[src/pkg/pwm_regs.svh]
// register offsets, fields, resets and functional notes for the pwm block
// Functional notes
// - each channel owns primary and secondary out; mode bits pick controlled ones
// - after reset all outputs read high, undriven, weak pull-up only
// - mode select write enables drive and loads the initial level
// - mode 0 timer counts zero to period then restarts at zero
// - mode 0 output toggles on compare match and again at wrap
// - compare zero holds primary at active level permanently
// - compare above period holds primary at its initial level
// - mode 0 wrap sets primary and secondary of each enabled channel back to their zero-time levels
// - primary matches timer, secondary matches timer plus offset
// - offset plus period not above compare keeps secondary static
// - mode 1 counts up to period then down, extremes once
// - mode 1 matches toggle outputs in both count directions
// - compare, period and offset reload when timer reaches zero
// - timer input clock is reference divided by 2 to 256
// - output period is period plus one, or twice period in mode 1
// - burst modulates secondary only, or both by target select
// - per-channel burst bit enables burst on secondary output
// - initial level sets non-modulated level; optional inverted carrier
// - burst works in both modes only while commutation is off
// - burst active while timer plus offset not below compare; on primary while timer not below compare
// - timer advances on first edge, outputs update on second
// - sixteen-bit offset in two bytes shared by all secondaries
`ifndef PWM_REGS_SVH
`define PWM_REGS_SVH

`define REG_CTRL     8'h00
`define REG_PERIOD   8'h04
`define REG_OFFSET   8'h08
`define REG_MATCH0   8'h0c
`define REG_MATCH1   8'h10
`define REG_MATCH2   8'h14
`define REG_MODE_SEL 8'h18
`define REG_INIT_LVL 8'h1c
`define REG_STATUS   8'h20

`define CTRL_RUN       0
`define CTRL_MODE      1
`define CTRL_PRESC_LSB 2
`define CTRL_BTS       5
`define CTRL_BLOCK_COMMUTATION_ENABLE      6
`define CTRL_BINV      7

`define MS_PRIM  0
`define MS_SEC   1
`define MS_BURST 3

`define CTRL_RESET     8'h00
`define VALUE_RESET    16'h0000
`define MODE_SEL_RESET 12'h000
`define INIT_LVL_RESET 6'h00

`endif

[src/pkg/pwm_pkg.sv]
// types shared by the pwm block
package pwm_pkg;
   typedef enum logic [0:0] {
      MODE_EDGE   = 1'b0,
      MODE_CENTRE = 1'b1
   } count_mode_t;
   typedef enum logic [0:0] {
      DIR_UP   = 1'b0,
      DIR_DOWN = 1'b1
   } count_dir_t;
endpackage

[src/rtl/three_channel_offset_pwm.sv]
// three channel offset pwm with wishbone register slave
//
// Chosen here: the Wishbone slave port and the placing of the registers.
`timescale 1ns/1ps
`include "pwm_regs.svh"
module three_channel_offset_pwm
   import pwm_pkg::*;
#(
   parameter int NCH = 3
) (
   input  wire logic        ref_clk,
   input  wire logic        rst,
   input  wire logic        ce,
   input  wire logic [7:0]  wb_adr_i,
   input  wire logic [31:0] wb_dat_i,
   output logic      [31:0] wb_dat_o,
   input  wire logic [3:0]  wb_sel_i,
   input  wire logic        wb_we_i,
   input  wire logic        wb_cyc_i,
   input  wire logic        wb_stb_i,
   output logic             wb_ack_o,
   input  wire logic        auxiliary_pwm_out,
   output logic [NCH-1:0]   primary_channel_out,
   output logic [NCH-1:0]   primary_channel_oe,
   output logic [NCH-1:0]   secondary_channel_out,
   output logic [NCH-1:0]   secondary_channel_oe
);
   generate
      if (NCH != 3) begin : g_bad
         $error("three_channel_offset_pwm: NCH must be 3");
      end
   endgenerate

   // software visible state
   logic [7:0]  block_control;
   logic [15:0] period_value_reg;
   logic [15:0] offset_value;
   logic [15:0] channel_match_value [NCH];
   logic [7:0]  channel_mode_select_low;
   logic [3:0]  channel_mode_select_high;
   logic [5:0]  output_initial_level;

   // active copies used by the compare logic
   logic [15:0] per_act;
   logic [15:0] off_act;
   logic [15:0] cmp_act [NCH];

   logic [15:0] timer;
   logic [15:0] next_timer;
   count_dir_t  dir;
   count_dir_t  next_dir;

   logic        run;
   count_mode_t mode;
   logic        burst_target_select;
   logic        block_commutation_enable;
   logic        burst_invert;
   logic        cnt_tick;
   logic        out_tick;

   logic [7:0]  word_adr;
   logic        wr;
   logic        msel_wr_lo;
   logic        msel_wr_hi;
   logic [31:0] next_rdata;
   logic [11:0] mode_sel;

   logic [NCH-1:0] ch_wr;
   logic [NCH-1:0] prim_act;
   logic [NCH-1:0] sec_act;
   logic [NCH-1:0] prim_match;
   logic [NCH-1:0] sec_match;
   logic [NCH-1:0] prim_wrap;
   logic [NCH-1:0] sec_wrap;
   logic [NCH-1:0] prim_region;
   logic [NCH-1:0] sec_region;
   logic [NCH-1:0] burst_en;
   logic [NCH-1:0] next_prim_out;
   logic [NCH-1:0] next_sec_out;
   logic [16:0]    sec_sum;
   logic [16:0]    off_plus_per;
   logic           carrier;

   assign run  = block_control[`CTRL_RUN];
   assign mode = count_mode_t'(block_control[`CTRL_MODE]);
   assign burst_target_select      = block_control[`CTRL_BTS];
   assign block_commutation_enable = block_control[`CTRL_BLOCK_COMMUTATION_ENABLE];
   assign burst_invert             = block_control[`CTRL_BINV];
   assign mode_sel = {channel_mode_select_high, channel_mode_select_low};

   // bus slave: ack one cycle after the strobe, write lands with ack
   assign word_adr = {wb_adr_i[7:2], 2'b00};
   assign wr       = wb_ack_o && wb_we_i;
   assign msel_wr_lo = wr && word_adr == `REG_MODE_SEL && wb_sel_i[0];
   assign msel_wr_hi = wr && word_adr == `REG_MODE_SEL && wb_sel_i[1];

   always_ff @(posedge ref_clk) begin
      if (rst) begin
         wb_ack_o <= 1'b0;
      end else if (ce) begin
         wb_ack_o <= wb_cyc_i && wb_stb_i && !wb_ack_o;
      end
   end

   always_comb begin
      next_rdata = 32'h0000_0000;
      case (word_adr)
         `REG_CTRL:     next_rdata[7:0]  = block_control;
         `REG_PERIOD:   next_rdata[15:0] = period_value_reg;
         `REG_OFFSET:   next_rdata[15:0] = offset_value;
         `REG_MATCH0:   next_rdata[15:0] = channel_match_value[0];
         `REG_MATCH1:   next_rdata[15:0] = channel_match_value[1];
         `REG_MATCH2:   next_rdata[15:0] = channel_match_value[2];
         `REG_MODE_SEL: next_rdata[11:0] = mode_sel;
         `REG_INIT_LVL: next_rdata[5:0]  = output_initial_level;
         `REG_STATUS:   next_rdata[16:0] = {dir, timer};
         default:       next_rdata = 32'h0000_0000;
      endcase
   end

   always_ff @(posedge ref_clk) begin
      if (rst) begin
         wb_dat_o <= 32'h0000_0000;
      end else if (ce && wb_cyc_i && wb_stb_i && !wb_ack_o) begin
         wb_dat_o <= next_rdata;
      end
   end

   always_ff @(posedge ref_clk) begin
      if (rst) begin
         block_control <= `CTRL_RESET;
      end else if (ce && wr && word_adr == `REG_CTRL && wb_sel_i[0]) begin
         block_control <= wb_dat_i[7:0];
      end
   end

   // sixteen-bit values are written per byte lane, each lane under its own select bit
   always_ff @(posedge ref_clk) begin
      if (rst) begin
         period_value_reg <= `VALUE_RESET;
         offset_value     <= `VALUE_RESET;
      end else if (ce && wr) begin
         if (word_adr == `REG_PERIOD) begin
            if (wb_sel_i[0]) period_value_reg[7:0] <= wb_dat_i[7:0];
            if (wb_sel_i[1]) period_value_reg[15:8] <= wb_dat_i[15:8];
         end
         if (word_adr == `REG_OFFSET) begin
            if (wb_sel_i[0]) offset_value[7:0] <= wb_dat_i[7:0];
            if (wb_sel_i[1]) offset_value[15:8] <= wb_dat_i[15:8];
         end
      end
   end

   always_ff @(posedge ref_clk) begin
      if (rst) begin
         channel_mode_select_low  <= 8'(`MODE_SEL_RESET);
         channel_mode_select_high <= 4'(`MODE_SEL_RESET >> 8);
         output_initial_level     <= `INIT_LVL_RESET;
      end else if (ce) begin
         if (msel_wr_lo) channel_mode_select_low <= wb_dat_i[7:0];
         if (msel_wr_hi) channel_mode_select_high <= wb_dat_i[11:8];
         if (wr && word_adr == `REG_INIT_LVL && wb_sel_i[0]) begin
            output_initial_level <= wb_dat_i[5:0];
         end
      end
   end

   // timer sequence per count mode
   always_comb begin
      next_timer = timer + 16'h0001;
      next_dir   = dir;
      if (mode == MODE_EDGE) begin
         next_dir = DIR_UP;
         if (timer >= per_act) next_timer = 16'h0000;
      end else if (dir == DIR_UP) begin
         if (timer >= per_act) begin
            // a zero period has no down slope, so stay at zero
            next_timer = (per_act == 16'h0000) ? 16'h0000 : timer - 16'h0001;
            next_dir   = (per_act == 16'h0000) ? DIR_UP : DIR_DOWN;
         end
      end else begin
         next_timer = timer - 16'h0001;
         if (timer <= 16'h0001) begin
            next_timer = 16'h0000;
            next_dir   = DIR_UP;
         end
      end
   end

   // pv+1 counts per period in mode 0, 2*pv in mode 1
   always_ff @(posedge ref_clk) begin
      if (rst) begin
         timer <= 16'h0000;
         dir   <= DIR_UP;
      end else if (ce) begin
         if (!run) begin
            timer <= 16'h0000;
            dir   <= DIR_UP;
         end else if (cnt_tick) begin
            timer <= next_timer;
            dir   <= next_dir;
         end
      end
   end

   // stopped timer tracks the written values, so a first start loads them
   always_ff @(posedge ref_clk) begin
      if (rst) begin
         per_act <= `VALUE_RESET;
         off_act <= `VALUE_RESET;
         for (int i = 0; i < NCH; i++) cmp_act[i] <= `VALUE_RESET;
      end else if (ce) begin
         if (!run || (cnt_tick && next_timer == 16'h0000)) begin
            per_act <= period_value_reg;
            off_act <= offset_value;
            for (int i = 0; i < NCH; i++) begin
               cmp_act[i] <= channel_match_value[i];
            end
         end
      end
   end

   pwm_prescaler #(
      .SEL_W (3)
   ) u_presc (
      .ref_clk     (ref_clk),
      .rst         (rst),
      .ce          (ce),
      .run         (run),
      .presc_sel   (block_control[`CTRL_PRESC_LSB +: 3]),
      .count_tick  (cnt_tick),
      .output_tick (out_tick)
   );

   assign sec_sum      = {1'b0, timer} + {1'b0, off_act};
   assign off_plus_per = {1'b0, off_act} + {1'b0, per_act};
   assign carrier      = auxiliary_pwm_out ^ burst_invert;

   genvar g;
   generate
      for (g = 0; g < NCH; g++) begin : g_ch
         localparam int M = 4 * g;
         always_ff @(posedge ref_clk) begin
            if (rst) begin
               channel_match_value[g] <= `VALUE_RESET;
            end else if (ce && wr && word_adr == 8'(`REG_MATCH0 + 4 * g)) begin
               if (wb_sel_i[0]) channel_match_value[g][7:0] <= wb_dat_i[7:0];
               if (wb_sel_i[1]) channel_match_value[g][15:8] <= wb_dat_i[15:8];
            end
         end

         assign ch_wr[g]      = (g < 2) ? msel_wr_lo : msel_wr_hi;
         assign prim_match[g] = timer == cmp_act[g];
         assign sec_match[g]  = sec_sum == {1'b0, cmp_act[g]};
         // high from the match to the wrap; above period never matches
         assign prim_wrap[g]  = cmp_act[g] == 16'h0000;
         assign sec_wrap[g]   = off_plus_per > {1'b0, cmp_act[g]};
         assign prim_region[g] = timer >= cmp_act[g];
         assign sec_region[g]  = sec_sum >= {1'b0, cmp_act[g]};
         assign burst_en[g]    = mode_sel[M + `MS_BURST];

         // pushed into drive when its mode select byte is written
         always_ff @(posedge ref_clk) begin
            if (rst) begin
               primary_channel_oe[g]   <= 1'b0;
               secondary_channel_oe[g] <= 1'b0;
            end else if (ce && ch_wr[g]) begin
               primary_channel_oe[g]   <= 1'b1;
               secondary_channel_oe[g] <= 1'b1;
            end
         end

         // zero timer is the wrap or the bottom; matches toggle elsewhere
         always_ff @(posedge ref_clk) begin
            if (rst) begin
               prim_act[g] <= 1'b0;
               sec_act[g]  <= 1'b0;
            end else if (ce) begin
               if (ch_wr[g]) begin
                  prim_act[g] <= 1'b0;
                  sec_act[g]  <= 1'b0;
               end else if (out_tick) begin
                  if (!mode_sel[M + `MS_PRIM]) begin
                     prim_act[g] <= 1'b0;
                  end else if (timer == 16'h0000) begin
                     prim_act[g] <= prim_wrap[g];
                  end else if (prim_match[g]) begin
                     prim_act[g] <= ~prim_act[g];
                  end
                  if (!mode_sel[M + `MS_SEC]) begin
                     sec_act[g] <= 1'b0;
                  end else if (timer == 16'h0000) begin
                     sec_act[g] <= sec_wrap[g] && (off_act >= cmp_act[g]);
                  end else if (sec_match[g] && sec_wrap[g]) begin
                     sec_act[g] <= ~sec_act[g];
                  end
               end
            end
         end

         // burst replaces the compare waveform with the gated carrier
         always_comb begin
            next_prim_out[g] = output_initial_level[g] ^ prim_act[g];
            next_sec_out[g]  = output_initial_level[g+3] ^ sec_act[g];
            if (burst_en[g] && !block_commutation_enable) begin
               next_sec_out[g] = sec_region[g] ? carrier
                                 : output_initial_level[g+3];
               if (burst_target_select) begin
                  next_prim_out[g] = prim_region[g] ? carrier
                                     : output_initial_level[g];
               end
            end
            if (!primary_channel_oe[g]) next_prim_out[g] = 1'b1;
            if (!secondary_channel_oe[g]) next_sec_out[g] = 1'b1;
         end

         always_ff @(posedge ref_clk) begin
            if (rst) begin
               primary_channel_out[g]   <= 1'b1;
               secondary_channel_out[g] <= 1'b1;
            end else if (ce) begin
               primary_channel_out[g]   <= next_prim_out[g];
               secondary_channel_out[g] <= next_sec_out[g];
            end
         end
      end
   endgenerate
endmodule

[src/rtl/pwm_prescaler.sv]
// timer input clock prescaler with two phase ticks
`timescale 1ns/1ps
module pwm_prescaler #(
   parameter int SEL_W = 3
) (
   input  wire logic             ref_clk,
   input  wire logic             rst,
   input  wire logic             ce,
   input  wire logic             run,
   input  wire logic [SEL_W-1:0] presc_sel,
   output logic                  count_tick,
   output logic                  output_tick
);
   localparam int CNT_W = (1 << SEL_W) - 1;

   generate
      if (SEL_W < 1 || SEL_W > 4) begin : g_bad
         $error("pwm_prescaler: SEL_W out of range");
      end
   endgenerate

   logic [CNT_W-1:0] cnt;
   logic [CNT_W:0]   half;
   logic [CNT_W-1:0] half_m1;
   logic             phase;
   logic             edge_due;

   // half period is 2^sel reference clocks, full period 2^(sel+1)
   assign half     = (CNT_W+1)'(1) << presc_sel;
   assign half_m1  = CNT_W'(half - 1'b1);
   assign edge_due = ce && run && (cnt >= half_m1);

   always_ff @(posedge ref_clk) begin
      if (rst) begin
         cnt   <= '0;
         phase <= 1'b0;
      end else if (ce) begin
         if (!run) begin
            cnt   <= '0;
            phase <= 1'b0;
         end else if (cnt >= half_m1) begin
            cnt   <= '0;
            phase <= ~phase;
         end else begin
            cnt <= cnt + 1'b1;
         end
      end
   end

   // rising internal edge clocks the timer, falling edge the outputs
   assign count_tick  = edge_due && !phase;
   assign output_tick = edge_due && phase;
endmodule

[config.mk]
export PLATFORM = sky130hd
export DESIGN_NAME = three_channel_offset_pwm
export DESIGN_NICKNAME = d
export VERILOG_FILES = /design/src/pkg/pwm_pkg.sv /design/src/rtl/three_channel_offset_pwm.sv /design/src/rtl/pwm_prescaler.sv
export VERILOG_INCLUDE_DIRS = /design/src /design/src/pkg
export SDC_FILE = /design/constraint.sdc
export NUM_CORES = 1
export LEC_CHECK = 0
export BUFFER_PORTS_ARGS = -buffer_cell sky130_fd_sc_hd__buf_2
export CAP_MARGIN = 25
export CORE_MARGIN = 2
export CORE_UTILIZATION = 25
export CTS_CLUSTER_DIAMETER = 200
export DETAILED_ROUTE_END_ITERATION = 8
export PLACE_DENSITY = 0.5
export SETUP_SLACK_MARGIN = 0.5
export SLEW_MARGIN = 20
export SYNTH_ARGS = -nofsm -noshare
export SYNTH_HDL_FRONTEND = slang
export SYNTH_HIERARCHICAL = 1
export SYNTH_SLANG_ARGS = --single-unit
[constraint.sdc]
create_clock -name ref_clk -period 4.8 [get_ports ref_clk]
set_input_delay 0.96 -clock ref_clk [delete_from_list [all_inputs] [get_ports ref_clk]]
set_output_delay 0.96 -clock ref_clk [all_outputs]
set_load 0.03 [all_outputs]
---- Word level (Yosys, flattened, before mapping) ----
Memories as Yosys holds them, arrays and structs flattened.
Index checks and enable logic that the tools add are counted.
W data, S select, Z words.
operators by class
  $add $sub $neg .......................... 6
  magnitude comparators ................... 15
  equal/unequal tests ..................... 22
  shifts and indexed selects .............. 1
  multiplexer cells ....................... 110
  bitwise logic cells ..................... 23
  reductions and logical operators ........ 63
operators with widths
  kind                     number
  $mux W16                 11
  $ge A16 B16 Y1           7
  $logic_not A16 Y1        6
  $mux W1                  87
  $pmux W6 S9              1
  $eq A17 B16 Y1           3
  $ge A17 B16 Y1           3
  $gt A17 B16 Y1           3
  $eq A16 B16 Y1           3
  $mux W8                  6
  $add A16 B16 Y17         2
  $logic_and A1 B1 Y1      33
  $reduce_and A3 Y1        10
  $pmux W4 S7              1
  $eq A6 B3 Y1 const B     4
  $ne A4 B1 Y1 const B     6
  $pmux W4 S6              1
  $add A16 B1 Y16 const B  1
  $le A16 B1 Y1 const B    1
  $pmux W2 S8              1
  $sub A16 B1 Y16 const B  1
  $mux W7                  2
  $eq A6 B2 Y1 const B     2
  $reduce_and A2 Y1        6
  14 further kinds         39
storage, ports and cells
  flip-flop bits (word level) ............. 147
  RAM bits ................................ 96
  bits of input ports ..................... 51
  output and inout port bits .............. 45
  logic and storage cells ................. 272
  memories ................................ 2
memory list
  name                 words  width  rd ports  clocked after Yosys merged registers in  write ports  line                            text
  channel_match_value  3      16     3         0                                        3            three_channel_offset_pwm.sv:38  logic [15:0] channel_match_value [NCH];
  cmp_act              3      16     3         0                                        3            three_channel_offset_pwm.sv:46  logic [15:0] cmp_act [NCH];

---- Logic depth before layout (Yosys ltp) ----
  word-level depth ........................ 13
  mapped depth ............................ 21
  depth with buffers taken out ............ 21

---- Cells and area by module ----
Netlist, hierarchy kept.
by module, submodules not included
  module                    times used  cells each  area each (sq um)  seq. area each (sq um)
  three_channel_offset_pwm  1           2,024       18,039.8           5,665.4
  pwm_prescaler             1           62          535.5              160.2

---- Least setup slack after synthesis ----
No wires, ideal clock.
  path kind ............................... register -> register
  from .................................... register timer[7]
  to ...................................... memory cmp_act[0][0] (enable)
  library setup time ...................... 0.406 ns
  arrival time ............................ 4.205 ns
  data required time ...................... 4.394 ns
  slack ................................... 0.189 ns
  stages on the path, launching flop included .. 15
  buffers on the path ..................... 4
  clock period less this slack ............ 4.611 ns
  cells stage by stage .................... dfxtp_1 -> buf_2 -> or4_1 -> buf_2 -> or4_1 -> nor2_1 -> xnor2_1 -> nor3_1 -> o21ai_0 -> o2111ai_1 -> nor4_4 -> a21oi_2 -> buf_2 -> buf_6 -> nand2_1
RTL lines
  element                   line                             text
  start: declaration        three_channel_offset_pwm.sv:48   logic [15:0] timer;
  start signal: assignment  three_channel_offset_pwm.sv:200  timer <= next_timer;
  end: declaration          three_channel_offset_pwm.sv:46

---- Worst setup path in the final report ----
  from .................................... register per_act[1]
  to ...................................... register sec_act[2]
between the ends
  longest elaborated chain between the ends .. 7
  elaborated cells on any way between the ends .. 10
  those cells by class .................... add/sub: 1; order compare: 1; eq/ne: 1; mux: 4; reduce/logical: 3
ends and longest elaborated chain
  element                         line                             text
  start: declaration              three_channel_offset_pwm.sv:44   logic [15:0] per_act;
  start signal: assignment        three_channel_offset_pwm.sv:209  per_act <= `VALUE_RESET;
  start signal: assignment        three_channel_offset_pwm.sv:214  per_act <= period_value_reg;
  $add A16 B16 Y17 (*)            three_channel_offset_pwm.sv:236  assign off_plus_per = {1'b0, off_act} + {1'b0, per_act};
  $gt A17 B16 Y1 (*)              three_channel_offset_pwm.sv:257  assign sec_wrap[g] = off_plus_per > {1'b0, cmp_act[g]};
  $logic_and A1 B1 Y1             three_channel_offset_pwm.sv:293  sec_act[g] <= sec_wrap[g] && (off_act >= cmp_act[g]);
  $mux W1                         three_channel_offset_pwm.sv:292  end else if (timer == 16'h0000) begin
  $mux W1                         three_channel_offset_pwm.sv:290  if (!mode_sel[M + `MS_SEC]) begin
  $mux W1                         three_channel_offset_pwm.sv:282  end else if (out_tick) begin
  $mux W1                         three_channel_offset_pwm.sv:279  if (ch_wr[g]) begin
  end signal: indexed assignment  three_channel_offset_pwm.sv:293
  end signal: indexed assignment  three_channel_offset_pwm.sv:295  sec_act[g] <= ~sec_act[g];
  end: declaration                three_channel_offset_pwm.sv:70   logic [NCH-1:0] sec_act;
Mark *: on every way between the ends. The rest lies on a longest branch, timed or not. The select of a mux whose other input is x is not followed.
A chain may end at the register's enable or synchronous reset.

==> metrics.md <==
| Metric | Value |
|---|---|
| Total die area | `0.07650 mm2` |
| Async SR Flop Fraction | `0` |
| Most common cell in the synthesized netlist | `ha_1` |
| Synth cell count leaders | `ha_1 (252), nor2_1 (178), dfxtp_1 (147), a21oi_1 (129), nand2_1 (128)` |
| Synthesis-to-finish area growth | `17.57%` |
| Fin. Hold Viols | `0` |
| WHS | `0.4597 ns` |
| Critical-path maximum fanout | `3` |
| Clock skew | `0.03268 ns` |
| Leak | `9.144 nW` |
| Switching share of power | `0.2678` |
| Yosys warnings | `6` |
| M1 GR Usage | `0.2463` |
| Critical path cell sequence | `buf_4 > inv_1 > fa_1 > nor2b_1 > o21a_1 > o21ai_4 > a21oi_2 > nor2_1 > a21oi_1 > a21oi_1 > xnor2_1 > buf_4 > ha_1 > nand2_2 > or2_4 > nor3_2 > nor2_1 > nor3_1 > buf_4 > nor4_4 > buf_4 > nor4bb_2 > o211ai_1 > nor4b_2` |
| Peak supply drop | `0.2682 mV` |
| Grt met3 use | `0.02750` |
| Clock power share | `0.449` |
| Max cap viols | `0` |
| Compound-cell area share of the yosys netlist | `0.1628` |
| Total power | `4.906 mW` |
| Antenna viol nets, final | `0` |
| Share of cells above drive strength 1 | `0.1484` |
| Worst-path clk slew | `0.07 ns` |
| Final WS setup | `0.4345 ns` |
| DR pass1 iterations | `5` |
| First-pass GRT wire length | `107.0 mm` |
| Largest family of logic cells by synthesized area | `simple AND/OR/NAND/NOR gates` |
| Register area share after synthesis | `0.3136` |
| Hpwl dp | `56.59 mm` |
| Initial Util | `0.2537` |
| WP data required | `5.22 ns` |
| I/O Pins | `96` |
| Vias per cell | `5.352` |
| Mux contribution to synthesized area | `0.05106` |
| Worst slew pin tran | `1.020 ns` |
| CP most frequent cell | `buf_4` |
| Logic pwr share | `0.098` |
| TritonCTS Buffers | `29` |
| Detailed Route WL | `72.21 mm` |
| DR vias | `16961` |
| Status | `finished clean` |
| Average instance area after synthesis | `8.905 um2` |
| Port Buffers | `60` |
| Distinct cells, synth | `81` |
| Post-synthesis simple-gate area fraction | `0.2273` |
| Top cell type's share of synthesized area | `0.1697` |
| Area leader, netlist | `ha_1` |
| RSZ-0062 raised after global routing | `yes` |
| Nets | `2492` |
| P_int | `3.592 mW` |
| Synth Area in XOR/XNOR | `0.02782` |
| Primary FF master, synth | `dfxtp_1` |
| Tcrit/Tclk final | `0.9095` |
| Fmax | `229.1 MHz` |
| Initial antenna violation count | `0` |
| Worst Hold Class | `reg2reg` |
| Skew-Pair Late Insertion Delay | `0.59 ns` |
| CTS sink cnt | `243` |
| GRT Total Usage | `0.1830` |
| Post-synthesis cell count | `2086` |
| Setup crit start kind | `flop` |
| DR iter-0 viols | `1385` |
| Critical path data arrival time | `4.79 ns` |
| Met2 Use GR | `0.2977` |
| Final setup violation count | `0` |
| Worst slack at placement | `-0.08565 ns` |
| Core ar. | `0.07321 mm2` |
| Row Count | `99` |
| # hold bufs at CTS | `0` |
| Ant diodes | `0` |
| Net Sw Power | `1.314 mW` |
| DRC violations left | `0` |
| Final Critical Period | `4.365 ns` |
| Crit path buffers/inverters | `5` |
| Die width | `276.6 um` |
| Area contributors post-synth | `ha_1 (17%), dfxtp_1 (16%), edfxtp_1 (16%)` |
| Vias in the first global route | `16629` |
| Post-layout util | `0.2983` |
| Wire per inst | `22.79 um` |
| Clock Tree Root | `clkbuf_16` |
| Synthesized flop and latch total | `243` |
| Flop pwr share | `0.453` |
| Cell Area, Synth | `0.01858 mm2` |
| CTS H-tree lvls | `1` |
| Cell family with most CP delay | `simple AND/OR/NAND/NOR gates` |
| Setup TNS | `0 ns` |
| PwrDens | `224.6 mW/mm2` |
| Gr busiest metal | `met2` |
| GPL Wtd Cong | `0.9454` |
| Die Height | `276.6 um` |
| CTS Buffer Depth | `3` |
| Top flop regs | `channel_match_value: 48 flops, cmp_act: 48 flops, wb_dat_o: 17 flops` |
| Max Slew Vio Count | `0` |
| Largest net degree at the start of global routing | `95` |
| Max incr delay on CP | `0.46 ns` |
| Slowest-stage cell, CP | `fa_1` |
| Critical Setup Path Class | `reg2reg` |
| Adder-cell share of the synthesized area | `0.1719` |
| CTS tree | `built` |
| Overflow after GRT | `0` |
| EDFF count, synth | `96` |
| CP Capture Type | `flop` |
| Slew headroom | `0.3149` |
layer usage:
layer | vias to the layer above | share of wire
li1 | 7903 | -
met1 | 8346 | 0.45
met5 | - | 0
met3 | 115 | 0.061
met4 | 0 | 0.036
met2 | 597 | 0.45
per-stage QoR:
step / std cells / area, um2
4_1_cts: 3161 / 21600
5_1_grt: 3169 / 21840
2_1_floorplan: 2100 / 18630
3_3_place_gp: 3097 / 20370
3_5_place_dp: 3097 / 20370
6_report: 3169 / 21840
power by group through the flow:
stage | sequential (mW) | combinational, mW | clock [mW]
floorplan | 2.25 | 0.287 | 0
global placement | 2.27 | 0.454 | 0
detailed placement | 2.27 | 0.463 | 0
CTS | 2.22 | 0.468 | 2.24
global route | 2.22 | 0.520 | 2.32
finish | 2.22 | 0.483 | 2.20
kinds of logic after synthesis:
logic type / count (synthesis)
compound gates: 453
xor+xnor: 59
fa+ha+maj: 254
buf+inv: 199
flops: 243
mux: 81
other cells: 1
simple gates: 796
timing repair:
action	in CTS	in global routing
resized for setup	54	38
pin swaps	54	47
endpoints found under the setup margin	6	86
setup buffers	10	8
cell usage in the layout (no fill, tap or decap), types with 61 or more instances in the layout:
cell type / Yosys / layout
ha_1: 252 / 246
nand3_1: 101 / 101
nor3_1: 67 / 62
dfxtp_1: 147 / 142
edfxtp_1: 96 / 96
buf_4: 20 / 96
inv_1: 88 / 87
a22oi_1: 63 / 63
nor2_1: 178 / 175
nand2_1: 128 / 126
mux2i_1: 61 / 61
a21oi_1: 129 / 118
final timing paths:
| kind | slack [ns] | from | endpoint | cells after the start |
|---|---|---|---|---|
| worst max-delay path | 0.43 | per_act[1] | sec_act[2] | 24 |
| worst min register to register | 0.46 | wb_dat_o[16] | wb_dat_o[16] | 2 |
| worst max register to register | 0.43 | per_act[1] | sec_act[2] | 24 |
| worst min-delay path | 0.46 | wb_dat_o[16] | wb_dat_o[16] | 2 |
tightest hold or removal path: stages, from the launching register on:
cell     delay, ns
dfxtp_1       0.31
nand2_1       0.05
a21oi_1       0.05
layout make-up:
cell class	count	area, um2
clock buffers	36	782.0
clock inverters	18	151.4
inverters	89	337.8
well taps	959	1200
repair buffers	166	1187
multi-input cells	1658	12340
flip-flops and latches	243	5839
fillers	7646	51370
Note: power is estimated with default switching activity, not from simulation.
